`src/tosc_pkg.sv`:
```
// Shared constants and types for the triple-output setting command handler.
// Assumes one 50 MHz clock; levels are unsigned magnitudes in mV and mA.
package tosc_pkg;

  // Register byte offsets on the Wishbone slave
  localparam logic [7:0] REG_CMD = 8'h00;
  localparam logic [7:0] REG_ARG_VOLT = 8'h04;
  localparam logic [7:0] REG_ARG_CURR = 8'h08;
  localparam logic [7:0] REG_STATUS = 8'h0C;
  localparam logic [7:0] REG_RESP0 = 8'h10;
  localparam logic [7:0] REG_RESP1 = 8'h14;

  // Output identifiers, also the numeric selection values
  localparam logic [1:0] OUTPUT_NONE = 2'h0;
  localparam logic [1:0] SIX_VOLT_OUTPUT_ID = 2'h1;
  localparam logic [1:0] POSITIVE_HIGH_OUTPUT_ID = 2'h2;
  localparam logic [1:0] NEGATIVE_HIGH_OUTPUT_ID = 2'h3;

  // Parameter keywords
  localparam logic [1:0] KEY_VALUE = 2'h0;
  localparam logic [1:0] KEY_MIN = 2'h1;
  localparam logic [1:0] KEY_MAX = 2'h2;
  localparam logic [1:0] KEY_DEF = 2'h3;

  // Programmable bounds and defaults (mV, mA)
  localparam logic [15:0] LEVEL_ZERO = 16'h0000;
  localparam logic [15:0] VOLT_MAX_SIX = 16'h1824;   // 6180 mV
  localparam logic [15:0] VOLT_MAX_HIGH = 16'h6496;  // 25750 mV magnitude
  localparam logic [15:0] CURR_MAX_SIX = 16'h141E;   // 5150 mA
  localparam logic [15:0] CURR_MAX_HIGH = 16'h0406;  // 1030 mA
  localparam logic [15:0] VOLT_DEF = 16'h0000;
  localparam logic [15:0] CURR_DEF_SIX = 16'h1388;   // 5000 mA
  localparam logic [15:0] CURR_DEF_HIGH = 16'h03E8;  // 1000 mA

  // Coupling query answer codes
  localparam logic [31:0] COUPLE_NONE = 32'h0000_0000;
  localparam logic [31:0] COUPLE_ALL = 32'h0000_0001;
  localparam logic [31:0] COUPLE_LIST = 32'h0000_0002;
  localparam logic [2:0] COUPLE_MASK_ALL = 3'h7;

  typedef struct packed {
    logic [15:0] volt;
    logic [15:0] curr;
  } tosc_level_t;

  typedef struct packed {
    logic [20:0] rsvd;
    logic [1:0] nvals;
    logic [1:0] key;
    logic [1:0] outId;
    logic [4:0] op;
  } tosc_cmd_t;

  typedef struct packed {
    logic [21:0] rsvd;
    logic armed;
    logic trigImm;
    logic err;
    logic [2:0] couple;
    logic track;
    logic outOn;
    logic [1:0] sel;
  } tosc_status_t;

  typedef enum logic [4:0] {
    OP_NOP, OP_APPLY, OP_APPLY_Q, OP_SEL, OP_SEL_Q, OP_COUPLE, OP_COUPLE_Q,
    OP_MEAS_V_Q, OP_MEAS_I_Q, OP_OUT, OP_OUT_Q, OP_TRACK, OP_TRACK_Q,
    OP_VOLT, OP_VOLT_Q, OP_VOLT_TRG, OP_VOLT_TRG_Q, OP_CURR, OP_CURR_Q,
    OP_CURR_TRG, OP_CURR_TRG_Q, OP_TRIG_SRC, OP_INIT, OP_TRG, OP_RST
  } tosc_op_t;

endpackage

```
`src/tosc_handler.sv`:
```
// Command handler for a three-output programmable supply, Wishbone slave.
// Assumes a classic Wishbone master on sys_clk and an asynchronous meter path.
//
// Decided for this implementation: the address map and register access over Wishbone.
`timescale 1ns/10ps
module tosc_handler
  import tosc_pkg::*;
(
  input wire logic sys_clk,
  input wire logic arst_n,
  input wire logic [7:0] wb_adr_i,
  input wire logic [31:0] wb_dat_i,
  input wire logic [3:0] wb_sel_i,
  input wire logic wb_we_i,
  input wire logic wb_cyc_i,
  input wire logic wb_stb_i,
  output logic [31:0] wb_dat_o,
  output logic wb_ack_o,
  input wire tosc_level_t [2:0] measIn,
  output tosc_level_t [2:0] levelSet,
  output logic outEnable
);
  function automatic logic [15:0] voltMaxOf(input logic [1:0] idx);
    voltMaxOf = (idx == 2'h0) ? VOLT_MAX_SIX : VOLT_MAX_HIGH;
  endfunction

  function automatic logic [15:0] currMaxOf(input logic [1:0] idx);
    currMaxOf = (idx == 2'h0) ? CURR_MAX_SIX : CURR_MAX_HIGH;
  endfunction

  function automatic logic [15:0] currDefOf(input logic [1:0] idx);
    currDefOf = (idx == 2'h0) ? CURR_DEF_SIX : CURR_DEF_HIGH;
  endfunction

  function automatic logic [31:0] mergeBytes(input logic [31:0] old, input logic [31:0] din,
                                             input logic [3:0] be);
    for (int b = 0; b < 4; b++) begin
      old[8*b +: 8] = be[b] ? din[8*b +: 8] : old[8*b +: 8];
    end
    mergeBytes = old;
  endfunction

  // Bus slave
  logic [31:0] argVolt;
  logic [31:0] argCurr;
  logic [31:0] resp0;
  logic [31:0] resp1;
  logic [1:0] sel;
  logic [2:0] couple;
  logic track;
  logic err;
  logic trigImm;
  logic armed;
  tosc_level_t [2:0] measMeta;
  tosc_level_t [2:0] measSync;
  tosc_level_t [2:0] measLast;
  tosc_level_t [2:0] meas;
  tosc_level_t [2:0] pend;
  tosc_status_t status;

  wire logic busReq = wb_cyc_i & wb_stb_i;
  wire logic busWr = busReq & wb_we_i & wb_ack_o;
  wire logic cmdGo = busWr & (wb_adr_i == REG_CMD) & wb_sel_i[0];
  wire logic stsWr = busWr & (wb_adr_i == REG_STATUS) & wb_sel_i[0];
  wire tosc_cmd_t cmd = tosc_cmd_t'(wb_dat_i);
  wire tosc_op_t op = tosc_op_t'(cmd.op);
  wire tosc_status_t stsIn = tosc_status_t'(wb_dat_i);

  assign status = '{rsvd: '0, armed: armed, trigImm: trigImm, err: err, couple: couple,
                    track: track, outOn: outEnable, sel: sel};

  wire logic [31:0] readMux =
    (wb_adr_i == REG_ARG_VOLT) ? argVolt :
    (wb_adr_i == REG_ARG_CURR) ? argCurr :
    (wb_adr_i == REG_STATUS) ? status :
    (wb_adr_i == REG_RESP0) ? resp0 :
    (wb_adr_i == REG_RESP1) ? resp1 : 32'h0000_0000;

  always_ff @(posedge sys_clk or negedge arst_n) begin
    if (!arst_n) begin
      wb_ack_o <= 1'b0;
      wb_dat_o <= 32'h0000_0000;
    end else begin
      wb_ack_o <= busReq & ~wb_ack_o;
      wb_dat_o <= readMux;
    end
  end

  always_ff @(posedge sys_clk or negedge arst_n) begin
    if (!arst_n) begin
      argVolt <= 32'h0000_0000;
      argCurr <= 32'h0000_0000;
    end else if (busWr && wb_adr_i == REG_ARG_VOLT) begin
      argVolt <= mergeBytes(argVolt, wb_dat_i, wb_sel_i);
    end else if (busWr && wb_adr_i == REG_ARG_CURR) begin
      argCurr <= mergeBytes(argCurr, wb_dat_i, wb_sel_i);
    end
  end

  // Meter words are used only once two samples agree, so a torn capture never lands
  wire logic measSteady = (measSync == measLast);
  always_ff @(posedge sys_clk or negedge arst_n) begin
    if (!arst_n) begin
      measMeta <= '0;
      measSync <= '0;
      measLast <= '0;
      meas <= '0;
    end else begin
      measMeta <= measIn;
      measSync <= measMeta;
      measLast <= measSync;
      if (measSteady) begin
        meas <= measSync;
      end
    end
  end

  // Target output: the named one for naming commands, else the selection
  wire logic opNamed = (op == OP_APPLY) | (op == OP_APPLY_Q) | (op == OP_MEAS_V_Q) |
                       (op == OP_MEAS_I_Q);
  wire logic [1:0] tgt = (opNamed && cmd.outId != OUTPUT_NONE) ? cmd.outId : sel;
  wire logic [1:0] tIdx = tgt - 2'h1;
  wire logic [15:0] vMaxT = voltMaxOf(tIdx);
  wire logic [15:0] iMaxT = currMaxOf(tIdx);
  wire logic [15:0] vVal = (cmd.key == KEY_MIN) ? LEVEL_ZERO :
                           (cmd.key == KEY_MAX) ? vMaxT :
                           (cmd.key == KEY_DEF) ? VOLT_DEF : argVolt[15:0];
  wire logic [15:0] iVal = (cmd.key == KEY_MIN) ? LEVEL_ZERO :
                           (cmd.key == KEY_MAX) ? iMaxT :
                           (cmd.key == KEY_DEF) ? currDefOf(tIdx) : argCurr[15:0];
  wire logic argHigh = (argVolt[31:16] != 16'h0000) | (argCurr[31:16] != 16'h0000);
  wire logic vBad = (cmd.key == KEY_VALUE) & ((argVolt[15:0] > vMaxT) | argHigh);
  wire logic iBad = (cmd.key == KEY_VALUE) & ((argCurr[15:0] > iMaxT) | argHigh);
  wire logic [2:0] tgtMask = 3'h1 << tIdx;
  wire logic [2:0] selMask = 3'h1 << (sel - 2'h1);
  wire logic [2:0] fireMask = couple | selMask;
  wire logic highPair = (tIdx != 2'h0) & track;
  wire logic [1:0] queryBoundKey =
    (cmd.key == KEY_MIN || cmd.key == KEY_MAX) ? cmd.key : KEY_VALUE;

  logic [2:0] wrImmV;
  logic [2:0] wrImmI;
  logic [2:0] wrTrgV;
  logic [2:0] wrTrgI;
  logic [2:0] fire;
  logic [15:0] vIn;
  logic softRst;
  logic badCmd;
  logic [1:0] next_sel;
  logic [2:0] next_couple;
  logic next_track;
  logic next_outOn;
  logic next_trigImm;
  logic next_armed;
  logic [31:0] next_resp0;
  logic [31:0] next_resp1;

  always_comb begin
    wrImmV = 3'h0;
    wrImmI = 3'h0;
    wrTrgV = 3'h0;
    wrTrgI = 3'h0;
    fire = 3'h0;
    vIn = vVal;
    softRst = 1'b0;
    badCmd = 1'b0;
    next_sel = sel;
    next_couple = couple;
    next_track = track;
    next_outOn = outEnable;
    next_trigImm = trigImm;
    next_armed = armed;
    next_resp0 = resp0;
    next_resp1 = resp1;
    if (cmdGo) begin
      unique case (op)
        OP_NOP: begin
        end
        OP_APPLY: begin
          if (cmd.outId == OUTPUT_NONE || cmd.nvals == 2'h3) begin
            badCmd = 1'b1;
          end else if ((cmd.nvals != 2'h0 && vBad) || (cmd.nvals == 2'h2 && iBad)) begin
            badCmd = 1'b1;
          end else begin
            next_sel = cmd.outId;
            if (cmd.nvals != 2'h0) begin
              wrImmV = highPair ? 3'h6 : tgtMask;
            end
            if (cmd.nvals == 2'h2) begin
              wrImmI = tgtMask;
            end
          end
        end
        OP_APPLY_Q: begin
          next_resp0 = {16'h0000, levelSet[tIdx].volt};
          next_resp1 = {16'h0000, levelSet[tIdx].curr};
        end
        OP_SEL: begin
          if (cmd.outId == OUTPUT_NONE) begin
            badCmd = 1'b1;
          end else begin
            next_sel = cmd.outId;
          end
        end
        OP_SEL_Q: next_resp0 = {30'h0000_0000, sel};
        OP_COUPLE: begin
          if (argVolt[2:1] == 2'h3 && track) begin
            badCmd = 1'b1;
          end else begin
            next_couple = argVolt[2:0];
          end
        end
        OP_COUPLE_Q: begin
          next_resp0 = {29'h0000_0000, couple};
          next_resp1 = (couple == 3'h0) ? COUPLE_NONE :
                       (couple == COUPLE_MASK_ALL) ? COUPLE_ALL : COUPLE_LIST;
        end
        OP_MEAS_V_Q: next_resp0 = {16'h0000, meas[tIdx].volt};
        OP_MEAS_I_Q: next_resp0 = {16'h0000, meas[tIdx].curr};
        OP_OUT: next_outOn = argVolt[0];
        OP_OUT_Q: next_resp0 = {31'h0000_0000, outEnable};
        OP_TRACK: begin
          if (argVolt[0] && couple[2:1] == 2'h3) begin
            badCmd = 1'b1;
          end else begin
            next_track = argVolt[0];
            if (argVolt[0] && !track) begin
              vIn = levelSet[1].volt;
              wrImmV = 3'h4;
            end
          end
        end
        OP_TRACK_Q: next_resp0 = {31'h0000_0000, track};
        OP_VOLT, OP_VOLT_TRG: begin
          if (vBad) begin
            badCmd = 1'b1;
          end else if (op == OP_VOLT) begin
            wrImmV = highPair ? 3'h6 : tgtMask;
          end else begin
            wrTrgV = tgtMask;
          end
        end
        OP_CURR, OP_CURR_TRG: begin
          if (iBad) begin
            badCmd = 1'b1;
          end else if (op == OP_CURR) begin
            wrImmI = tgtMask;
          end else begin
            wrTrgI = tgtMask;
          end
        end
        OP_VOLT_Q, OP_VOLT_TRG_Q: begin
          next_resp0 = (queryBoundKey == KEY_MIN) ? 32'h0000_0000 :
                       (queryBoundKey == KEY_MAX) ? {16'h0000, vMaxT} :
                       (op == OP_VOLT_Q) ? {16'h0000, levelSet[tIdx].volt} :
                       {16'h0000, pend[tIdx].volt};
        end
        OP_CURR_Q, OP_CURR_TRG_Q: begin
          next_resp0 = (queryBoundKey == KEY_MIN) ? 32'h0000_0000 :
                       (queryBoundKey == KEY_MAX) ? {16'h0000, iMaxT} :
                       (op == OP_CURR_Q) ? {16'h0000, levelSet[tIdx].curr} :
                       {16'h0000, pend[tIdx].curr};
        end
        OP_TRIG_SRC: next_trigImm = argVolt[0];
        OP_INIT: begin
          if (trigImm) begin
            fire = fireMask;
          end else begin
            next_armed = 1'b1;
          end
        end
        OP_TRG: begin
          if (armed) begin
            fire = fireMask;
            next_armed = 1'b0;
          end
        end
        OP_RST: begin
          softRst = 1'b1;
          next_sel = SIX_VOLT_OUTPUT_ID;
          next_couple = 3'h0;
          next_track = 1'b0;
          next_outOn = 1'b0;
          next_trigImm = 1'b0;
          next_armed = 1'b0;
        end
        default: badCmd = 1'b1;
      endcase
    end
  end

  always_ff @(posedge sys_clk or negedge arst_n) begin
    if (!arst_n) begin
      sel <= SIX_VOLT_OUTPUT_ID;
      couple <= 3'h0;
      track <= 1'b0;
      outEnable <= 1'b0;
      trigImm <= 1'b0;
      armed <= 1'b0;
      resp0 <= 32'h0000_0000;
      resp1 <= 32'h0000_0000;
      err <= 1'b0;
    end else begin
      sel <= next_sel;
      couple <= next_couple;
      track <= next_track;
      outEnable <= next_outOn;
      trigImm <= next_trigImm;
      armed <= next_armed;
      resp0 <= next_resp0;
      resp1 <= next_resp1;
      err <= badCmd | (err & ~(stsWr & stsIn.err));
    end
  end

  for (genvar g = 0; g < 3; g++) begin : g_ch
    tosc_channel #(.I_DEF(g == 0 ? CURR_DEF_SIX : CURR_DEF_HIGH)) u_ch (
      .sys_clk(sys_clk),
      .arst_n(arst_n),
      .softRst(softRst),
      .wrImmV(wrImmV[g]),
      .wrImmI(wrImmI[g]),
      .wrTrgV(wrTrgV[g]),
      .wrTrgI(wrTrgI[g]),
      .fire(fire[g]),
      .vIn(vIn),
      .iIn(iVal),
      .level(levelSet[g]),
      .pending(pend[g])
    );
  end
endmodule

```
`src/tosc_channel.sv`:
```
// One output channel: immediate and pending triggered voltage/current levels.
// Assumes single-cycle write strobes from the command handler on sys_clk.
`timescale 1ns/10ps
module tosc_channel
  import tosc_pkg::*;
#(
  parameter logic [15:0] I_DEF = CURR_DEF_HIGH
) (
  input wire logic sys_clk,
  input wire logic arst_n,
  input wire logic softRst,
  input wire logic wrImmV,
  input wire logic wrImmI,
  input wire logic wrTrgV,
  input wire logic wrTrgI,
  input wire logic fire,
  input wire logic [15:0] vIn,
  input wire logic [15:0] iIn,
  output tosc_level_t level,
  output tosc_level_t pending
);
  tosc_level_t trg;
  logic trgVSet;
  logic trgISet;

  // Unprogrammed triggered levels read back as the immediate levels
  assign pending.volt = trgVSet ? trg.volt : level.volt;
  assign pending.curr = trgISet ? trg.curr : level.curr;

  always_ff @(posedge sys_clk or negedge arst_n) begin
    if (!arst_n) begin
      level <= '{volt: VOLT_DEF, curr: I_DEF};
    end else if (softRst) begin
      level <= '{volt: VOLT_DEF, curr: I_DEF};
    end else if (fire) begin
      level <= pending;
    end else begin
      if (wrImmV) begin
        level.volt <= vIn;
      end
      if (wrImmI) begin
        level.curr <= iIn;
      end
    end
  end

  // Stored triggered levels change only on their own writes and on soft reset; unset ones read back the immediate levels
  always_ff @(posedge sys_clk or negedge arst_n) begin
    if (!arst_n) begin
      trg <= '{volt: VOLT_DEF, curr: I_DEF};
      trgVSet <= 1'b0;
      trgISet <= 1'b0;
    end else if (softRst) begin
      trg <= '{volt: VOLT_DEF, curr: I_DEF};
      trgVSet <= 1'b0;
      trgISet <= 1'b0;
    end else begin
      if (wrTrgV) begin
        trg.volt <= vIn;
        trgVSet <= 1'b1;
      end
      if (wrTrgI) begin
        trg.curr <= iIn;
        trgISet <= 1'b1;
      end
    end
  end
endmodule

```
`config.mk`:
```
export PLATFORM = sky130hd
export DESIGN_NAME = tosc_handler
export DESIGN_NICKNAME = d
export VERILOG_FILES = /design/src/tosc_pkg.sv /design/src/tosc_handler.sv /design/src/tosc_channel.sv
export SDC_FILE = /design/constraint.sdc
export NUM_CORES = 1
export LEC_CHECK = 0
export BUFFER_PORTS_ARGS = -buffer_cell sky130_fd_sc_hd__buf_2
export CAP_MARGIN = 15
export CORE_ASPECT_RATIO = 0.75
export CORE_MARGIN = 2
export CORE_UTILIZATION = 30
export DETAILED_ROUTE_END_ITERATION = 7
export PLACE_DENSITY = 0.45
export SYNTH_ARGS = -nofsm -noshare
export SYNTH_HDL_FRONTEND = slang
export SYNTH_HIERARCHICAL = 1
export SYNTH_SLANG_ARGS = --single-unit
```
`constraint.sdc`:
```
create_clock -name sys_clk -period 9.9 [get_ports sys_clk]
set_input_delay 1.485 -clock sys_clk [delete_from_list [all_inputs] [get_ports sys_clk]]
set_output_delay 1.485 -clock sys_clk [all_outputs]
set_load 0.02 [all_outputs]
```
==> run metrics, run 1 <==
final clock skew about 0.030 ns; slew margin rel. 0.218; Max Root-Sink Buffers 3; initial antenna violation count 11; Leak 17.1 nW; vias in the first global route between 20,000 and 25,000; root buffer cell clkbuf_16; Yosys cell types 80; initial core utilization 0.304; via count around 23,000; CTS resizes 0; Post-CTS Setup Bufs 0; max_cap viols 0; sequential share of power 0.466; final hold vios 0; Worst Tran Pin Value about 1.2 ns; worst path required time between 10 and 15 ns; Hold Path Origin measMeta[34]; global-route wire length before repair 179,000 um; DPL Wire Length around 90,000 um; Clock Power Share 0.490; Worst-path clk slew 0.06 ns; Rows 104; initial DRC count between 2,000 and 2,500; cell area after placement about 0.035 mm^2; final wirelength 125,000 um; layout cells sized above 1 0.288; CTS tree yes; global route total overflow 0; Die X just under 400 um; crit share post-route 0.738; nets 3,048; Final Setup Violations 0; Avg WL per Cell 28.5 um; Fmax about 0.14 GHz; PwrDens approximately 170 mW/mm^2; PortBufs 274; Seq/Total Area, Yosys 0.553; Top Family by Delay on Critical Path compound AO/OA/AOI/OAI gates; Critical Path End Type register; post-synth net total about 2,800; RSZ-0062 raised after global routing false; Yosys reg bits around 720; CTS Buf Count 80; Syn Std Cell Area about 0.033 mm^2; EDFF count, synth 0; IO Count between 200 and 300; top-area cell type share of the netlist area 0.525; Die Ht 290 um; Worst path slowest cell ha_1; worst vdd rail ir drop approximately 0.12 mV; crit path cell chain buf_2 > nor4b_1 > a211o_1 > nand2_1 > a32oi_1 > ha_1 > inv_1 > ha_1 > and3_1 > and3_1 > o311ai_0 > a311oi_1 > o21ai_0 > a31oi_1 > a2111oi_0 > dlymetal6s2s_1 > and2_1 > buf_4 > mux2i_1 > o2bb2ai_2; Mapped Cells between 2,000 and 3,000; hold worst-path end measSync[34]; synth top area cells dfrtp_1, mux2_2, mux2i_1; drt drc 0; final setup TNS 0 ns; shortest period the worst path allows 7.30 ns; top-count cell post-synth dfrtp_1; mean post-synth cell area 12.3 um^2; core area 0.108 mm^2; # fillers between 10,000 and 15,000; clock sink total a little over 700; combinational fraction of design power 0.044; Commonest cells post-synth dfrtp_1, mux2i_1, mux2_2, nor2_1, nand2_1; crit path launch type input port; yosys warns 6; Arr. time, crit path about 8 ns; R2R Path Start sel[0]; post-synthesis async set-or-reset flop share 1.00; GP Congestion 0.955; slowest cell delay on critical path 0.63 ns; Synth area leader dfrtp_1; Crit Path Max Fanout 34; Bufs and invs on worst path 4; worst hold path type register to register; Psw approximately 0.0016 W; GR Util All Layers 0.221; status finished clean; Setup Crit Path Kind input port to register; fin area around 0.038 mm^2; largest net degree at the start of global routing 172; R2R Setup Slk a little under 4 ns; Slew Limit Fails 0; P_int 0.00499 W; die area approximately 0.11 mm^2; DR pass1 iterations 6; Hold Buf Count CTS 0; Area Growth Syn to Fin 16.9%; switching part of the total power 0.238; Worst Hold Depth 0; clock latency on the worst-skew pair 0.68 ns; CTS HTree Levels 3; Post-DRT Antenna Nets 0; Critical R2R Capture g_ch[0].u_ch/level[29]; Synth Flop Type dfrtp_1; Worst Reg-to-Reg Cells 19; Via density approximately 5.4
## cell usage in the layout, fill, tap and decap left out, types with 17 or more instances in the layout
cell type and n:
a2bb2oi_1 18, nor4_1 30, nand2_1 150, nor3_1 31
xnor2_1 50, dfrtp_1 686, o2bb2ai_2 60, clkbuf_16 82
mux2i_1 253, nor2_1 183, buf_4 56, o22ai_1 35
inv_1 19, o21ai_0 81, a22oi_1 27, dfstp_2 35
xor2_1 43, and2_1 17, o2bb2ai_1 20, nor2b_1 30
a22o_1 30, buf_2 273, a211o_1 22, nand4_1 26
a21oi_1 87, a31oi_1 25, nand3_1 36, o221ai_1 21
mux2_2 248
## worst max path at each step
stage / start / endpoint / slack, ns / cells past startpoint
final: wb_dat_i[0] / g_ch[0].u_ch/level[29] / 2.60 / 20
after global routing: wb_dat_i[0] / g_ch[0].u_ch/level[29] / 2.36 / 20
after CTS: wb_dat_i[0] / g_ch[1].u_ch/level[16] / 2.40 / 19
after detailed placement: wb_dat_i[0] / g_ch[0].u_ch/level[18] / 1.71 / 19
after global placement: wb_dat_i[0] / g_ch[1].u_ch/level[31] / 1.79 / 19
after floorplan: wb_dat_i[2] / g_ch[1].u_ch/level[16] / 3.20 / 24
## flip-flops by register name, summed over array words and instances, names as in the netlist, 2 cells and up
register,cells
g_ch.u_ch/trgVSet,3
g_ch.u_ch/trg,96
meas,96
g_ch.u_ch/level,96
resp1,16
wb_dat_o,32
argCurr,32
sel,2
couple,3
resp0,16
measSync,96
measLast,96
g_ch.u_ch/trgISet,3
argVolt,32
measMeta,96
## power by group through the flow
| stage | Sequential [W] | Combinational [W] | Clock, W |
|---|---|---|---|
| finish | 0.00305 | 0.000287 | 0.00320 |
| global route | 0.00306 | 0.000312 | 0.00341 |
| CTS | 0.00305 | 0.000288 | 0.00329 |
| detailed placement | 0.00311 | 0.000288 | 0 |
| global placement | 0.00310 | 0.000285 | 0 |
| floorplan | 0.00309 | 0.000120 | 0 |
## cells by family after synthesis
group                      synth area share
DFF                                   0.553
and+or+nand+nor                      0.0832
AOI/OAI and AO/OA                     0.130
muxes                                 0.169
buffers and inverters                0.0341
xor gates and xnor gates             0.0249
adders and majority gates           0.00574
## final cells by class
cell class,count,area [um^2],share of cell area
antenna,3,7.51,0.000196
clock buffer,109,2290,0.0600
clock inverter,38,520,0.0136
inverter,21,81.3,0.00213
multi-input combinational,1730,13600,0.355
sequential,721,18100,0.473
tap,1431,1790,0.0469
timing repair buffer,334,1870,0.0490
## stage by stage
stage | total power, W | setup WS (ns) | hold slack [ns] | utilization | instances
finish | 0.00654 | 2.60 | 0.346 | 0.355 | 4387
global route | 0.00677 | 2.36 | 0.352 | 0.355 | 4386
CTS | 0.00663 | 2.40 | 0.349 | 0.355 | 4382
detailed placement | 0.00339 | 1.71 | 0.335 | 0.329 | 4235
global placement | 0.00339 | 1.79 | 0.337 | 0.329 | 4235
floorplan | 0.00321 | 3.20 | 0.331 | - | 2655
## per-layer routing
layer  GRT usage  up-vias  part of all wire
met5           0        -           0.00018
met3      0.0504      166             0.073
li1            -    10200                 -
met1       0.339    12300              0.49
met2       0.308      903              0.41
met4      0.0566        4             0.024
No activity file was read; power rests on OpenSTA's default activity.
==> run 2: changes to the inputs <==
Clock period 9.9 ns to 6.9 ns, I/O delays scaled along.
==> run metrics, run 2 (synthesized netlist as in run 1, its figures left out) <==
Slew Limit Fails 0 (unchanged); layout cells sized above 1 0.290 (+0.00264); vias in the first global route 23,900 (+0.73%); slowest cell delay on critical path 0.63 ns (about the same); status finished clean; global route total overflow 0 (unchanged); initial DRC count 2,148 (-0.60%); crit path launch type input port; drt drc 0 (unchanged); final hold vios 0 (unchanged); Worst Tran Pin Value 1.22 ns (+0.0574 ns); Hold Buf Count CTS 0 (unchanged); worst vdd rail ir drop 0.148 mV (+20%); CTS tree yes; Crit Path Max Fanout 21 (-38%); slew margin rel. 0.185 (-0.0331); met1 Usage GRT 0.329 (-0.0102); DR pass1 iterations 6 (unchanged); RSZ-0062 raised after global routing false; shortest period the worst path allows roughly 6 ns; Setup Crit Path Kind input port to register; Worst-path clk slew 0.06 ns (about the same); commonest non-fill, non-tap cell in the layout dfrtp_1; GR Layer Usage met2 0.309 (+0.00184); met3 usage in global routing 0.0699 (+0.0195); cell area after placement 0.0355 mm^2 (+0.28%); DPL Wire Length 89,600 um (-0.12%); crit path cell chain buf_2 > nor4b_1 > a211o_1 > nand2_1 > a32oi_1 > ha_1 > inv_1 > ha_1 > nand4b_1 > or4_1 > o41ai_1 > a31oi_1 > nor2_1 > a31oi_1 > a2111oi_0 > buf_4 > a22o_1 > buf_4 > mux2i_1 > o2bb2ai_2; clock latency on the worst-skew pair 0.68 ns (about the same); Post-Layout Cell Count 4,395 (+0.18%); nets 3,057 (+0.30%); Worst path slowest cell a2111oi_0; root buffer cell clkbuf_16; GR Util All Layers 0.221 (+0.000592); Post-CTS Setup Bufs 0 (unchanged); PortBufs 274 (unchanged); worst path required time 7.44 ns (-3.00 ns); global-route wire length before repair 179,000 um (about the same); initial antenna violation count 13 (+2); CTS HTree Levels 3 (unchanged); Final Setup Violations 0 (unchanged); DP Cell Count 4,244 (+0.21%); via count 23,500 (-0.098%); Fmax about 0.17 GHz; Die Ht 290 um (unchanged); fin area 0.0383 mm^2 (+0.34%); Arr. time, crit path 6.40 ns (-1.45 ns); peak-usage layer in the global routing report met1; core area 0.108 mm^2 (unchanged); worst hold path type register to register; Die X 385 um (unchanged); IO Count 275 (unchanged); GP Congestion 0.957 (+0.24%); clock sink total 721 (unchanged); die area 0.112 mm^2 (unchanged); PwrDens 246 mW/mm^2 (+44%); Area Growth Syn to Fin 17.3%; max_cap viols 0 (unchanged); ANT cells 0 (-3); final setup TNS 0 ns (unchanged); CTS Buf Count 81 (+1.3%); final wirelength 125,000 um (about the same); CTS resizes 0 (unchanged); Critical Path End Type register; crit share post-route 0.850; largest net degree at the start of global routing 159 (-7.6%); Via density 5.34 (-0.28%); final clock skew 0.0291 ns (-0.000943 ns); Post-DRT Antenna Nets 0 (unchanged); Avg WL per Cell 28.4 um (-0.12%); Rows 104 (unchanged); Max Root-Sink Buffers 3 (unchanged); initial core utilization 0.304 (unchanged); most frequent cells in the layout dfrtp_1, buf_2, mux2i_1; Leak 17.1 nW (+0.21%)
==> run 2: cell types whose count changed in the layout (fill, tap and decap cells not counted), moves of 2 or more <==
cell and change:
and2_1 +2, buf_12 +3, buf_4 +6, clkbuf_8 +2, clkinv_4 -3, clkinvlp_4 +3
diode_2 -3
==> run 2: metrics by stage <==
step	total power, W	setup slack (ns)	util	hold WS, ns
floorplan	0.00460	0.649	-	0.331
global placement	0.00487	0.495	0.330	0.335
detailed placement	0.00488	0.431	0.330	0.336
CTS	0.00958	1.12	0.356	0.349
global route	0.00979	0.726	0.356	0.352
finish	0.00944	1.04	0.356	0.345
==> run 2: power by group <==
group          internal (W)  switching [W]  total [W]
clock network       0.00274        0.00190    0.00464
logic              0.000120       0.000298   0.000418
registers           0.00432      0.0000595    0.00438
total               0.00718        0.00226    0.00944
==> run 2: layout make-up <==
| type | count | area (um^2) |
|---|---|---|
| Fill cell | 10500 | 69300 |
| Sequential cell | 721 | 18100 |
| Multi-Input combinational cell | 1730 | 13600 |
| Clock buffer | 110 | 2300 |
| Timing Repair Buffer | 342 | 1970 |
| Tap cell | 1431 | 1790 |
| Clock inverter | 40 | 569 |
| Inverter | 21 | 81.3 |
==> run 2: final timing paths <==
| check | startpoint | end | slack (ns) | depth (start not counted) |
|---|---|---|---|---|
| max in group asynchronous | arst_n | measMeta[85] | 4.95 | 2 |
| max | wb_dat_i[1] | g_ch[2].u_ch/level[18] | 1.04 | 20 |
| max reg2reg | sel[0] | g_ch[2].u_ch/level[18] | 1.54 | 18 |
| min reg2reg | measMeta[20] | measSync[20] | 0.34 | 0 |
| min in group asynchronous | arst_n | wb_dat_o[22] | 0.40 | 1 |
| min | measMeta[20] | measSync[20] | 0.34 | 0 |
==> run 2: layer usage <==
layer  vias to the layer above  share of wire
met5                         -        0.00027
met4                         6          0.023
met3                       169          0.088
met2                       908           0.42
met1                     12200           0.47
li1                      10200              -
==> run 2: critical path, delay by kind of cell <==
| family | cells | cell delay [ns] |
|---|---|---|
| AOI/OAI and AO/OA | 8 | 2.00 |
| adders and majority gates | 2 | 0.62 |
| buffers and inverters | 4 | 1.05 |
| muxes | 1 | 0.29 |
| and+or+nand+nor | 5 | 1.37 |
